===== src/shared/ros_pkg.sv =====
package ros_pkg;
  // Configuration codes and reset values
  localparam logic [7:0] ROS_SRC_RESET = 8'h05;
  localparam logic [7:0] ROS_SENSE_RESET = 8'h01;
  localparam logic [7:0] ROS_SENSE_MAKE_ON_COND = 8'h00;
  localparam logic [7:0] ROS_SENSE_MAKE_ON_POWER = 8'h01;
  localparam logic [7:0] ROS_SRC_MAX_LOW = 8'h0D;
  localparam logic [7:0] ROS_SRC_MIN_HIGH = 8'h13;
  localparam logic [7:0] ROS_SRC_MAX_HIGH = 8'h1A;
  // Register select on the configuration port
  localparam logic ROS_REG_SOURCE = 1'b0;
  localparam logic ROS_REG_SENSE = 1'b1;
  // Power-on hold of the break position
  localparam int ROS_CLK_PERIOD_NS = 100;
  localparam int ROS_POWERON_HOLD_NS = 1000000;
  localparam int ROS_POWERON_HOLD_CYC =
    (ROS_POWERON_HOLD_NS + ROS_CLK_PERIOD_NS - 1) / ROS_CLK_PERIOD_NS;
  localparam int ROS_HIST_DEPTH = 4;

  // Status conditions, one bit each, named by source code
  typedef struct packed {
    logic overload_alarm_second;  // 26
    logic freq_arrival_level2;    // 25
    logic freq_over_level2;       // 24
    logic position_done;          // 23
    logic speed_deviation;        // 22
    logic zero_speed;             // 21
    logic brake_error;            // 20
    logic brake_release;          // 19
    logic motor_thermal_warning;  // 13
    logic power_time_expired;     // 12
    logic run_time_expired;       // 11
    logic torque_limiting;        // 10
    logic supply_low;             // 09
    logic mains_loss_stop;        // 08
    logic torque_over;            // 07
    logic freq_in_band;           // 06
    logic trip_indicator;         // 05
    logic pid_deviation_alarm;    // 04
    logic overload_alarm;         // 03
    logic freq_over;              // 02
    logic freq_arrival;           // 01
    logic running;                // 00
  } ros_cond_t;

  // Configuration write request
  typedef struct packed {
    logic wr_en;
    logic reg_sel;
    logic [7:0] wdata;
  } ros_cfg_wr_t;

  // Fault record written into the history
  typedef struct packed {
    logic valid;
    logic [7:0] code;
  } ros_fault_t;
endpackage


===== src/hdl/ros_relay_output_select.sv =====
`timescale 1ns/1ps
module ros_relay_output_select #(
  parameter int HOLD_CYCLES = ros_pkg::ROS_POWERON_HOLD_CYC,
  parameter int HIST_DEPTH = ros_pkg::ROS_HIST_DEPTH
) (
  // Clock and reset
  input wire logic clk,
  input wire logic rst,
  // Supply state
  input wire logic power_good,
  // Status conditions
  input wire ros_pkg::ros_cond_t cond,
  // Configuration port
  input wire ros_pkg::ros_cfg_wr_t cfg_wr,
  output logic [7:0] relay_source_select,
  output logic [7:0] relay_sense_select,
  output logic cfg_reject,
  // Fault history
  input wire ros_pkg::ros_fault_t fault_in,
  input wire logic nv_init,
  input wire logic [$clog2(HIST_DEPTH)-1:0] hist_rd_idx,
  output logic [7:0] hist_rd_data,
  output logic [7:0] hist_count,
  // Relay contacts
  output logic relay_make_contact,
  output logic relay_break_contact
);

  localparam int CW = $clog2(HOLD_CYCLES + 1);
  localparam int IW = $clog2(HIST_DEPTH);

  // Parameters the counters and history cannot serve
  if (HOLD_CYCLES < 1 || HIST_DEPTH < 2 || HIST_DEPTH > 255)
  begin : g_bad_param
    $error("ros_relay_output_select: parameter out of range");
  end

  typedef enum logic [1:0] {ROS_OFF, ROS_HOLD, ROS_RUN} ros_state_t;

  ros_state_t state_q, state_d;
  logic [CW-1:0] hold_cnt_q, hold_cnt_d;
  logic [7:0] src_q, src_d;
  logic [7:0] sense_q, sense_d;
  logic reject_q, reject_d;
  logic make_q, make_d;
  logic break_q, break_d;
  logic [7:0] rd_q;
  logic [7:0] cnt_q, cnt_d;
  logic [7:0] hist_mem [HIST_DEPTH];

  // Condition multiplexer
  function automatic logic pick(input ros_pkg::ros_cond_t c, input logic [7:0] code);
    logic r;
    r = 1'b0;
    case (code)
      8'h00: r = c.running;
      8'h01: r = c.freq_arrival;
      8'h02: r = c.freq_over;
      8'h03: r = c.overload_alarm;
      8'h04: r = c.pid_deviation_alarm;
      8'h05: r = c.trip_indicator;
      8'h06: r = c.freq_in_band;
      8'h07: r = c.torque_over;
      8'h08: r = c.mains_loss_stop;
      8'h09: r = c.supply_low;
      8'h0A: r = c.torque_limiting;
      8'h0B: r = c.run_time_expired;
      8'h0C: r = c.power_time_expired;
      8'h0D: r = c.motor_thermal_warning;
      8'h13: r = c.brake_release;
      8'h14: r = c.brake_error;
      8'h15: r = c.zero_speed;
      8'h16: r = c.speed_deviation;
      8'h17: r = c.position_done;
      8'h18: r = c.freq_over_level2;
      8'h19: r = c.freq_arrival_level2;
      8'h1A: r = c.overload_alarm_second;
      default: r = 1'b0;
    endcase
    return r;
  endfunction

  wire sel_cond = pick(cond, src_q);

  wire src_legal = (cfg_wr.wdata <= ros_pkg::ROS_SRC_MAX_LOW) ||
                   (cfg_wr.wdata >= ros_pkg::ROS_SRC_MIN_HIGH &&
                    cfg_wr.wdata <= ros_pkg::ROS_SRC_MAX_HIGH);
  wire sense_legal = (cfg_wr.wdata == ros_pkg::ROS_SENSE_MAKE_ON_COND) ||
                     (cfg_wr.wdata == ros_pkg::ROS_SENSE_MAKE_ON_POWER);
  wire wr_src = cfg_wr.wr_en && cfg_wr.reg_sel == ros_pkg::ROS_REG_SOURCE;
  wire wr_sense = cfg_wr.wr_en && cfg_wr.reg_sel == ros_pkg::ROS_REG_SENSE;

  assign src_d = (wr_src && src_legal) ? cfg_wr.wdata : src_q;
  assign sense_d = (wr_sense && sense_legal) ? cfg_wr.wdata : sense_q;
  assign reject_d = (wr_src && !src_legal) || (wr_sense && !sense_legal);

  wire make_on = (sense_q == ros_pkg::ROS_SENSE_MAKE_ON_POWER) ? !sel_cond : sel_cond;
  wire hold_done = hold_cnt_q == CW'(HOLD_CYCLES);

  always_comb
  begin
    state_d = state_q;
    hold_cnt_d = hold_cnt_q;
    unique case (state_q)
      ROS_OFF:
      begin
        hold_cnt_d = '0;
        if (power_good)
          state_d = ROS_HOLD;
      end
      ROS_HOLD:
      begin
        hold_cnt_d = hold_cnt_q + CW'(1);
        if (!power_good)
          state_d = ROS_OFF;
        else if (hold_done)
          state_d = ROS_RUN;
      end
      ROS_RUN:
      begin
        if (!power_good)
          state_d = ROS_OFF;
      end
    endcase
  end

  assign make_d = (state_d == ROS_RUN) ? make_on : 1'b0;
  assign break_d = (state_d == ROS_RUN) ? !make_on : 1'b1;

  always_ff @(posedge clk)
  begin
    if (rst)
    begin
      state_q <= ROS_OFF;
      hold_cnt_q <= '0;
      src_q <= ros_pkg::ROS_SRC_RESET;
      sense_q <= ros_pkg::ROS_SENSE_RESET;
      reject_q <= 1'b0;
      make_q <= 1'b0;
      break_q <= 1'b1;
      rd_q <= 8'h00;
    end
    else
    begin
      state_q <= state_d;
      hold_cnt_q <= hold_cnt_d;
      src_q <= src_d;
      sense_q <= sense_d;
      reject_q <= reject_d;
      make_q <= make_d;
      break_q <= break_d;
      rd_q <= hist_mem[hist_rd_idx];
    end
  end

  assign cnt_d = nv_init ? 8'h00 :
                 (fault_in.valid && cnt_q != 8'(HIST_DEPTH)) ? cnt_q + 8'h01 : cnt_q;

  always_ff @(posedge clk)
  begin
    cnt_q <= cnt_d;
  end

  genvar gi;
  generate
    for (gi = 0; gi < HIST_DEPTH; gi++)
    begin : g_hist
      always_ff @(posedge clk)
      begin
        if (nv_init)
          hist_mem[gi] <= 8'h00;
        else if (fault_in.valid)
          hist_mem[gi] <= (gi == 0) ? fault_in.code : hist_mem[(gi == 0) ? 0 : gi - 1];
      end
    end
  endgenerate

  assign relay_source_select = src_q;
  assign relay_sense_select = sense_q;
  assign cfg_reject = reject_q;
  assign hist_rd_data = rd_q;
  assign hist_count = cnt_q;
  assign relay_make_contact = make_q;
  assign relay_break_contact = break_q;

  // Helper: cycles spent holding
  logic [CW-1:0] seen_q;
  always_ff @(posedge clk)
  begin
    if (rst || !power_good)
      seen_q <= '0;
    else if (seen_q != CW'(HOLD_CYCLES))
      seen_q <= seen_q + CW'(1);
  end

  AST_RESET_SOURCE:
  assert property (@(posedge clk) $past(rst) |-> relay_source_select == ros_pkg::ROS_SRC_RESET &&
                   relay_sense_select == ros_pkg::ROS_SENSE_RESET)
    else $error("Reset selection wrong");

  AST_CODE_TRIP:
  assert property (@(posedge clk) disable iff (rst)
                   state_q == ROS_RUN && $stable(state_q) && src_q == 8'h05 && sense_q == 8'h00 &&
                   power_good
                   |=> relay_make_contact == $past(cond.trip_indicator))
    else $error("Code 05 not selecting trip");

  AST_CODE_THERMAL:
  assert property (@(posedge clk) disable iff (rst)
                   state_q == ROS_RUN && src_q == 8'h0D && sense_q == 8'h00 && power_good
                   |=> relay_make_contact == $past(cond.motor_thermal_warning))
    else $error("Code 13 not selecting thermal");

  AST_CODE_OVERLOAD2:
  assert property (@(posedge clk) disable iff (rst)
                   state_q == ROS_RUN && src_q == 8'h1A && sense_q == 8'h01 && power_good
                   |=> relay_make_contact == !$past(cond.overload_alarm_second))
    else $error("Code 26 not selecting overload 2");

  AST_SENSE_COMPL:
  assert property (@(posedge clk) disable iff (rst)
                   relay_make_contact |-> !relay_break_contact)
    else $error("Both pairs closed");

  AST_POWER_OFF:
  assert property (@(posedge clk) disable iff (rst)
                   !power_good |=> relay_break_contact && !relay_make_contact)
    else $error("Power off not in break position");

  AST_HOLD_TIME:
  assert property (@(posedge clk) disable iff (rst)
                   relay_make_contact |-> seen_q == CW'(HOLD_CYCLES))
    else $error("Make closed before hold elapsed");

  AST_REJECT_KEEP:
  assert property (@(posedge clk) disable iff (rst)
                   wr_src && !src_legal |=> cfg_reject && $stable(relay_source_select))
    else $error("Reserved code accepted");

  AST_HIST_WRITE:
  assert property (@(posedge clk) disable iff (rst)
                   fault_in.valid && !nv_init |=> hist_mem[0] == $past(fault_in.code))
    else $error("Fault code not stored");

endmodule


===== config.mk =====
export PLATFORM = sky130hd
export DESIGN_NAME = ros_relay_output_select
export DESIGN_NICKNAME = d
export VERILOG_FILES = /design/src/shared/ros_pkg.sv /design/src/hdl/ros_relay_output_select.sv
export SDC_FILE = /design/constraint.sdc
export NUM_CORES = 1
export LEC_CHECK = 0
export BUFFER_PORTS_ARGS = -buffer_cell sky130_fd_sc_hd__buf_2
export CAP_MARGIN = 20
export CORE_ASPECT_RATIO = 0.8
export CORE_MARGIN = 3
export CORE_UTILIZATION = 25
export CTS_CLUSTER_SIZE = 16
export DETAILED_ROUTE_END_ITERATION = 12
export HOLD_SLACK_MARGIN = 0.02
export PLACE_DENSITY_LB_ADDON = 0.3
export SYNTH_ARGS = -nofsm -noshare
export SYNTH_HDL_FRONTEND = slang
export SYNTH_SLANG_ARGS = --single-unit

===== constraint.sdc =====
create_clock -name clk -period 2.5 [get_ports clk]
set_input_delay 0 -clock clk [delete_from_list [all_inputs] [get_ports clk]]
set_output_delay 0 -clock clk [all_outputs]
set_load 0.03 [all_outputs]

# Word level (Yosys, flattened, before mapping)
# Memories as Yosys holds them, arrays and structs flattened. A register that Yosys moved wholly into a read port is not among the register bits.
# Cells that the tools add are included.
# classes
add_sub_neg,2
magnitude_cmp,3
n_eq_ne,28
n_mux,17
bitwise,6
reduce_logical,20
# op_table
cell,n
"== test 8 x 5 -> 1 bit, second input constant",8
"== test 8 x 4 -> 1 bit, second input constant",6
"== test 8 x 3 -> 1 bit, second input constant",4
two-way mux 8 bit,4
one-hot mux 14 bit (2 select lines),1
"== test 8 x 1 -> 1 bit, second input constant",3
one-hot mux 1 bit (22 select lines),1
"== test 8 x 2 -> 1 bit, second input constant",2
logical NOT 8 bit,2
"adder 14 x 1 -> 14 bit, second input constant",1
"== test 14 bit, second input constant",1
"adder 8 x 1 -> 8 bit, second input constant",1
">= comparator 8 x 5 -> 1 bit, second input constant",1
"<= comparator 8 x 4 -> 1 bit, second input constant",1
"<= comparator 8 x 5 -> 1 bit, second input constant",1
logical AND 1 bit,8
two-way mux 2 bit,4
"!= test 8 x 3 -> 1 bit, second input constant",1
two-way mux 1 bit,6
one-hot mux 2 bit (3 select lines),1
"== test 2 bit, second input constant",2
logical NOT 1 bit,4
bitwise OR 1 bit,4
logical OR 1 bit,3
other kinds (5),6
# totals
reg_bits,43
ram_bits,32
input_bits,47
out_inout_bits,35
elab_cells,85
memories,1
# memory_table
name,depth,word_bits,read_ports,rd_clocked_by_memory_dff,wr,line_no,source
hist_mem,4,8,4,1,4,ros_relay_output_select.sv:49,logic [7:0] hist_mem [HIST_DEPTH];

# Depth between registers and ports, before layout
# depth
word_depth,7
ltp_mapped,8
depth_no_buf,8

# Worst setup path after synthesis
# Ideal clock, no wire load.
# synth_path
path_type,reg2reg
startpoint,"register src_q[1], in the netlist relay_source_select[1]"
endpoint,"register make_q, in the netlist relay_make_contact"
setup_time_ns,0.116
arrival_ns,1.915
t_required_ns,2.384
setup_slack_ns,0.469
path_stages_with_launch,8
path_buffers,1
period_less_slack_ns,2.031
path_cell_list,dfxtp_1 -> buf_2 -> mux2i_1 -> nor3b_1 -> o41ai_1 -> nand4_1 -> and3_1 -> o211a_1
# synth_between
elab_chain_len,4
elab_cells_between_ends,25
cone_classes,eq/ne: 21; mux: 2; reduce/logical: 2
# synth_lines
element,line_no,source
"start, declared",ros_relay_output_select.sv:42,"logic [7:0] src_q, src_d;"
"start signal, assigned",ros_relay_output_select.sv:136,src_q <= ros_pkg::ROS_SRC_RESET;
"start signal, assigned",ros_relay_output_select.sv:147,src_q <= src_d;
"== test 8 x 5 -> 1 bit, or another cell as far along",ros_relay_output_select.sv:55,case (code)
one-hot mux 1 bit (22 select lines) *,ros_relay_output_select.sv:55,
logical NOT 1 bit,ros_relay_output_select.sv:97,wire make_on = (sense_q == ros_pkg::ROS_SENSE_MAKE_ON_POWER) ? !sel_cond : sel_cond;
two-way mux 1 bit *,ros_relay_output_select.sv:97,
"end signal, assigned",ros_relay_output_select.sv:150,make_q <= make_d;
"end, declared",ros_relay_output_select.sv:45,"logic make_q, make_d;"
# Every way passes the cells marked *; elsewhere a longest branch is shown, timed or not.
# A chain may end at the register's enable or synchronous reset.

# Worst setup path after layout
# Same ends and word-level chain as after synthesis.

==> impl_metrics.csv <==
group,metric,value,unit
placement,finalWeightedCongestion,0.7925,
worst_setup_path,path_cells,"mux2i_1, nor3b_1, o41ai_1, nand4_1, and3_1, o211a_1",
logic_synthesis,yosys-top-cells-count,"51 x dfxtp_1, 42 x and2_1, 32 x edfxtp_1, 26 x nor2_1, 15 x nor2b_1",
worst_setup_path,critPathMaxStageDelay,0.67,ns
detailed_routing,avgViaCountPerCell,4.555,
floorplanning,row_count,39,
floorplanning,coreArea,14640,sq um
global_route,antenna_found_initial,0,
logic_synthesis,syn-num-nets,402,
sta,slew_headroom,0.4938,
placement,place_inst,599,
worst_setup_path,path_class,"reg -> reg",
finish,register_area,1982,sq um
pwr,p_total,2.968,mW
floorplanning,die_h,116.7,microns
logic_synthesis,yosys.area.top_type,"dfxtp_1",
run_status,status,"finished, final reports clean",
cts,cts_buffer_depth,2,
logic_synthesis,synth-edff-count,32,
pwr,seqPwrFrac,0.501,
worst_setup_path,arrival,2.32,ns
sta,max_slew.worst_pin.slew,0.7593,ns
worst_setup_path,crit_path_start,"relay_source_select[1]$_SDFFE_PP0P_",
pwr,p_clk_frac,0.404,
logic_synthesis,synth_top_cell_area_share,0.2667,
logic_synthesis,synth_area_leaders,"dfxtp_1 27%, edfxtp_1 25%, and2_1 6.9%, mux4_2 4.7%, mux2i_1 3.4%",
finish,n_antenna_cell,0,
pwr,switchingPower,0.7109,mW
worst_setup_path,critPathMaxFanout,15,
global_route,overflow,0,
logic_synthesis,yosysMostFrequentCell,"dfxtp_1",
worst_setup_path,worstReg2RegStart,"relay_source_select[1]$_SDFFE_PP0P_",
logic_synthesis,yosysSeqAreaShare,0.5176,
detailed_routing,maxUsedRoutingLayer,"met4",
sta,tns,0,ns
logic_synthesis,synth.cell_area,3829,sq um
pwr,p_int,2.257,mW
finish,multiInputGateArea,1729,sq um
pwr,swShare,0.2395,
detailed_routing,wl_met2,3.859,mm
cts,clk_latency,0.33,ns
pwr,combPwrFrac,0.094,
sta,fin_crit_sh,0.8393,
floorplanning,io_pins,82,
floorplanning,die_w,144.4,microns
sta,fin_crit,2.098,ns
cts,cts_tree,"yes",
worst_setup_path,start_kind,"register",
cts,cts_root_buffer,"clkbuf_16",
logic_synthesis,synth_cell_types,57,
detailed_routing,ant_nets,0,
cts,cts_max_level,3,
min_path,hold_start,"fault_in[8]",
floorplanning,die_area,16840,sq um
detailed_routing,dr.first_iter.drc_count,148,
sta,hold_viol_final,0,
logic_synthesis,ys_ff_latch,83,
logic_synthesis,async_flop_share,0,
logic_synthesis,synthCells,348,
floorplanning,start_util,0.2615,
sta,finalMaxSlewViolations,0,
cts,path_clk_slew,0.06,ns
worst_setup_path,cp-end-kind,"register",
logic_synthesis,synth_flop_cell,"dfxtp_1",
logic_synthesis,avgSynthCellArea,11.00,sq um
cts,cts_buffers,9,
detailed_routing,wl_met1,4.120,mm
global_route,grt_pass1_vias,2883,
detailed_routing,drcViolationCount,0,
pwr,leakage,1.970,nW
detailed_routing,dr.pass1.iters,6,
finish,drive_gt1_frac,0.2685,
finish,finalNetCount,496,
global_route,grt_max_degree,34,
detailed_routing,vias,2874,
global_route,grt_pass1_wl,14.20,mm
cts,cts_sinks,83,
detailed_routing,wl_per_cell,13.47,microns
cts,postCtsResizedCells,0,
finish,fin_util,0.3309,
logic_synthesis,yosys_warnings,0,
sta,finalSetupViolCount,0,
detailed_routing,wl,8.502,mm
worst_setup_path,slowest_stage,"dfxtp_1",
finish,syn_to_final_growth,26.50,%
pwr,ir_worst_vdd,359.6,uV
sta,fin_worst_skew,0.007444,ns
placement,place_hpwl,5.988,mm
pwr,powerDensity,612.9,nW/um^2
worst_setup_path,required,2.72,ns
placement,port_buffers,81,
detailed_routing,dr_wl_met3,442,microns
run,maxCapViolations,0,
sta,rsz0062_at_grt,"no",
finish,final_cells,631,
finish,fill_cells,1539,
min_path,worstHoldPathType,"in -> reg",
sta,clock.fmax,476.6,MHz
global_route,grt_usage,0.1049,
-- critical path: cells and delay by family (launching register included) --
family	cells	cell delay, ns
AND/OR/NAND/NOR	3	0.47
AO/OA/AOI/OAI	2	0.57
multiplexers	1	0.28
flip-flops	1	0.67
-- cells in the final DEF (no fill, tap or decap), types with 4 or more instances in the layout --
| cell | Yosys | routed |
|---|---|---|
| dlygate4sd3_1 | 0 | 16 |
| inv_1 | 14 | 14 |
| mux4_2 | 8 | 8 |
| buf_2 | 4 | 81 |
| ha_1 | 7 | 7 |
| clkbuf_16 | 0 | 9 |
| or3_1 | 4 | 4 |
| xor2_1 | 5 | 5 |
| and3_1 | 6 | 6 |
| nor2b_1 | 15 | 15 |
| mux2i_1 | 13 | 13 |
| nand2_1 | 13 | 13 |
| dfxtp_1 | 51 | 51 |
| nor2_1 | 26 | 26 |
| nand4_1 | 6 | 6 |
| and2_1 | 42 | 42 |
| nor3_1 | 5 | 5 |
| nand3b_1 | 4 | 4 |
| nand3_1 | 5 | 5 |
| o21ai_0 | 7 | 7 |
| edfxtp_1 | 32 | 32 |
| a21oi_1 | 14 | 14 |
-- registers in the layout, indices dropped and copies added, names as in the netlist --
register,cells
relay_sense_select,8
relay_source_select,8
relay_break_contact,1
state_q,2
cfg_reject,1
hold_cnt_q,14
hist_mem,32
relay_make_contact,1
hist_count,8
hist_rd_data,8
-- per-layer routing --
metal | global-route usage | up-vias
li1 | - | 1431
met1 | 0.1391 | 1370
met2 | 0.1685 | 64
met3 | 0.03070 | 9
met4 | 0.02797 | 0
met5 | 0 | -
-- power groups by stage --
stage / Clock (mW) / Combinational, mW / Sequential [mW]
3_3_place_gp: 0 / 0.258 / 1.51
4_1_cts: 1.25 / 0.284 / 1.49
3_5_place_dp: 0 / 0.265 / 1.52
5_1_grt: 1.31 / 0.313 / 1.49
2_1_floorplan: 0 / 0.146 / 1.53
6_report: 1.20 / 0.280 / 1.49
-- worst paths after layout --
kind         slack [ns]                             endpoint  cells past startpoint
max                0.40        relay_make_contact$_SDFF_PP0_                      6
min                0.07           hist_count[0]$_SDFFE_PP0P_                      4
max reg2reg        0.40        relay_make_contact$_SDFF_PP0_                      6
min reg2reg        0.48  relay_source_select[6]$_SDFFE_PP0P_                      1
-- area by class of cell --
type,instances,share of cell area
inverter,14,0.01085
sequential,83,0.4092
multi-input combinational,235,0.3570
clock buffer,9,0.04650
tap,184,0.04753
timing repair buffer,99,0.1199
clock inverter,7,0.009042
-- metrics by stage --
step | hold WS [ns] | cell area [sq um] | worst slack, ns
floorplan | 0.07718 | 3829 | 0.4693
global placement | 0.2752 | 4414 | 0.5198
detailed placement | 0.2733 | 4414 | 0.4104
CTS | 0.06003 | 4843 | 0.3714
global route | 0.09594 | 4843 | 0.09619
finish | 0.07449 | 4843 | 0.4017
-- cell families (layout without fill, tap and decap cells) --
family | count (synthesis) | in the layout | synth area share
AND/OR/NAND/NOR | 151 | 151 | 0.2346
multiplexers | 24 | 24 | 0.08987
XOR/XNOR | 8 | 8 | 0.01830
flip-flops | 83 | 83 | 0.5176
adder cells (fa/ha/maj) | 7 | 7 | 0.02287
buffers and inverters | 30 | 129 | 0.03072
AO/OA/AOI/OAI | 45 | 45 | 0.08595
-- timing repair --
item	4_1_cts	5_1_grt
hold endpoints to repair	23	0
hold buffers	16	0
buffers inserted	0	0
No activity file was read; power rests on OpenSTA's default activity.
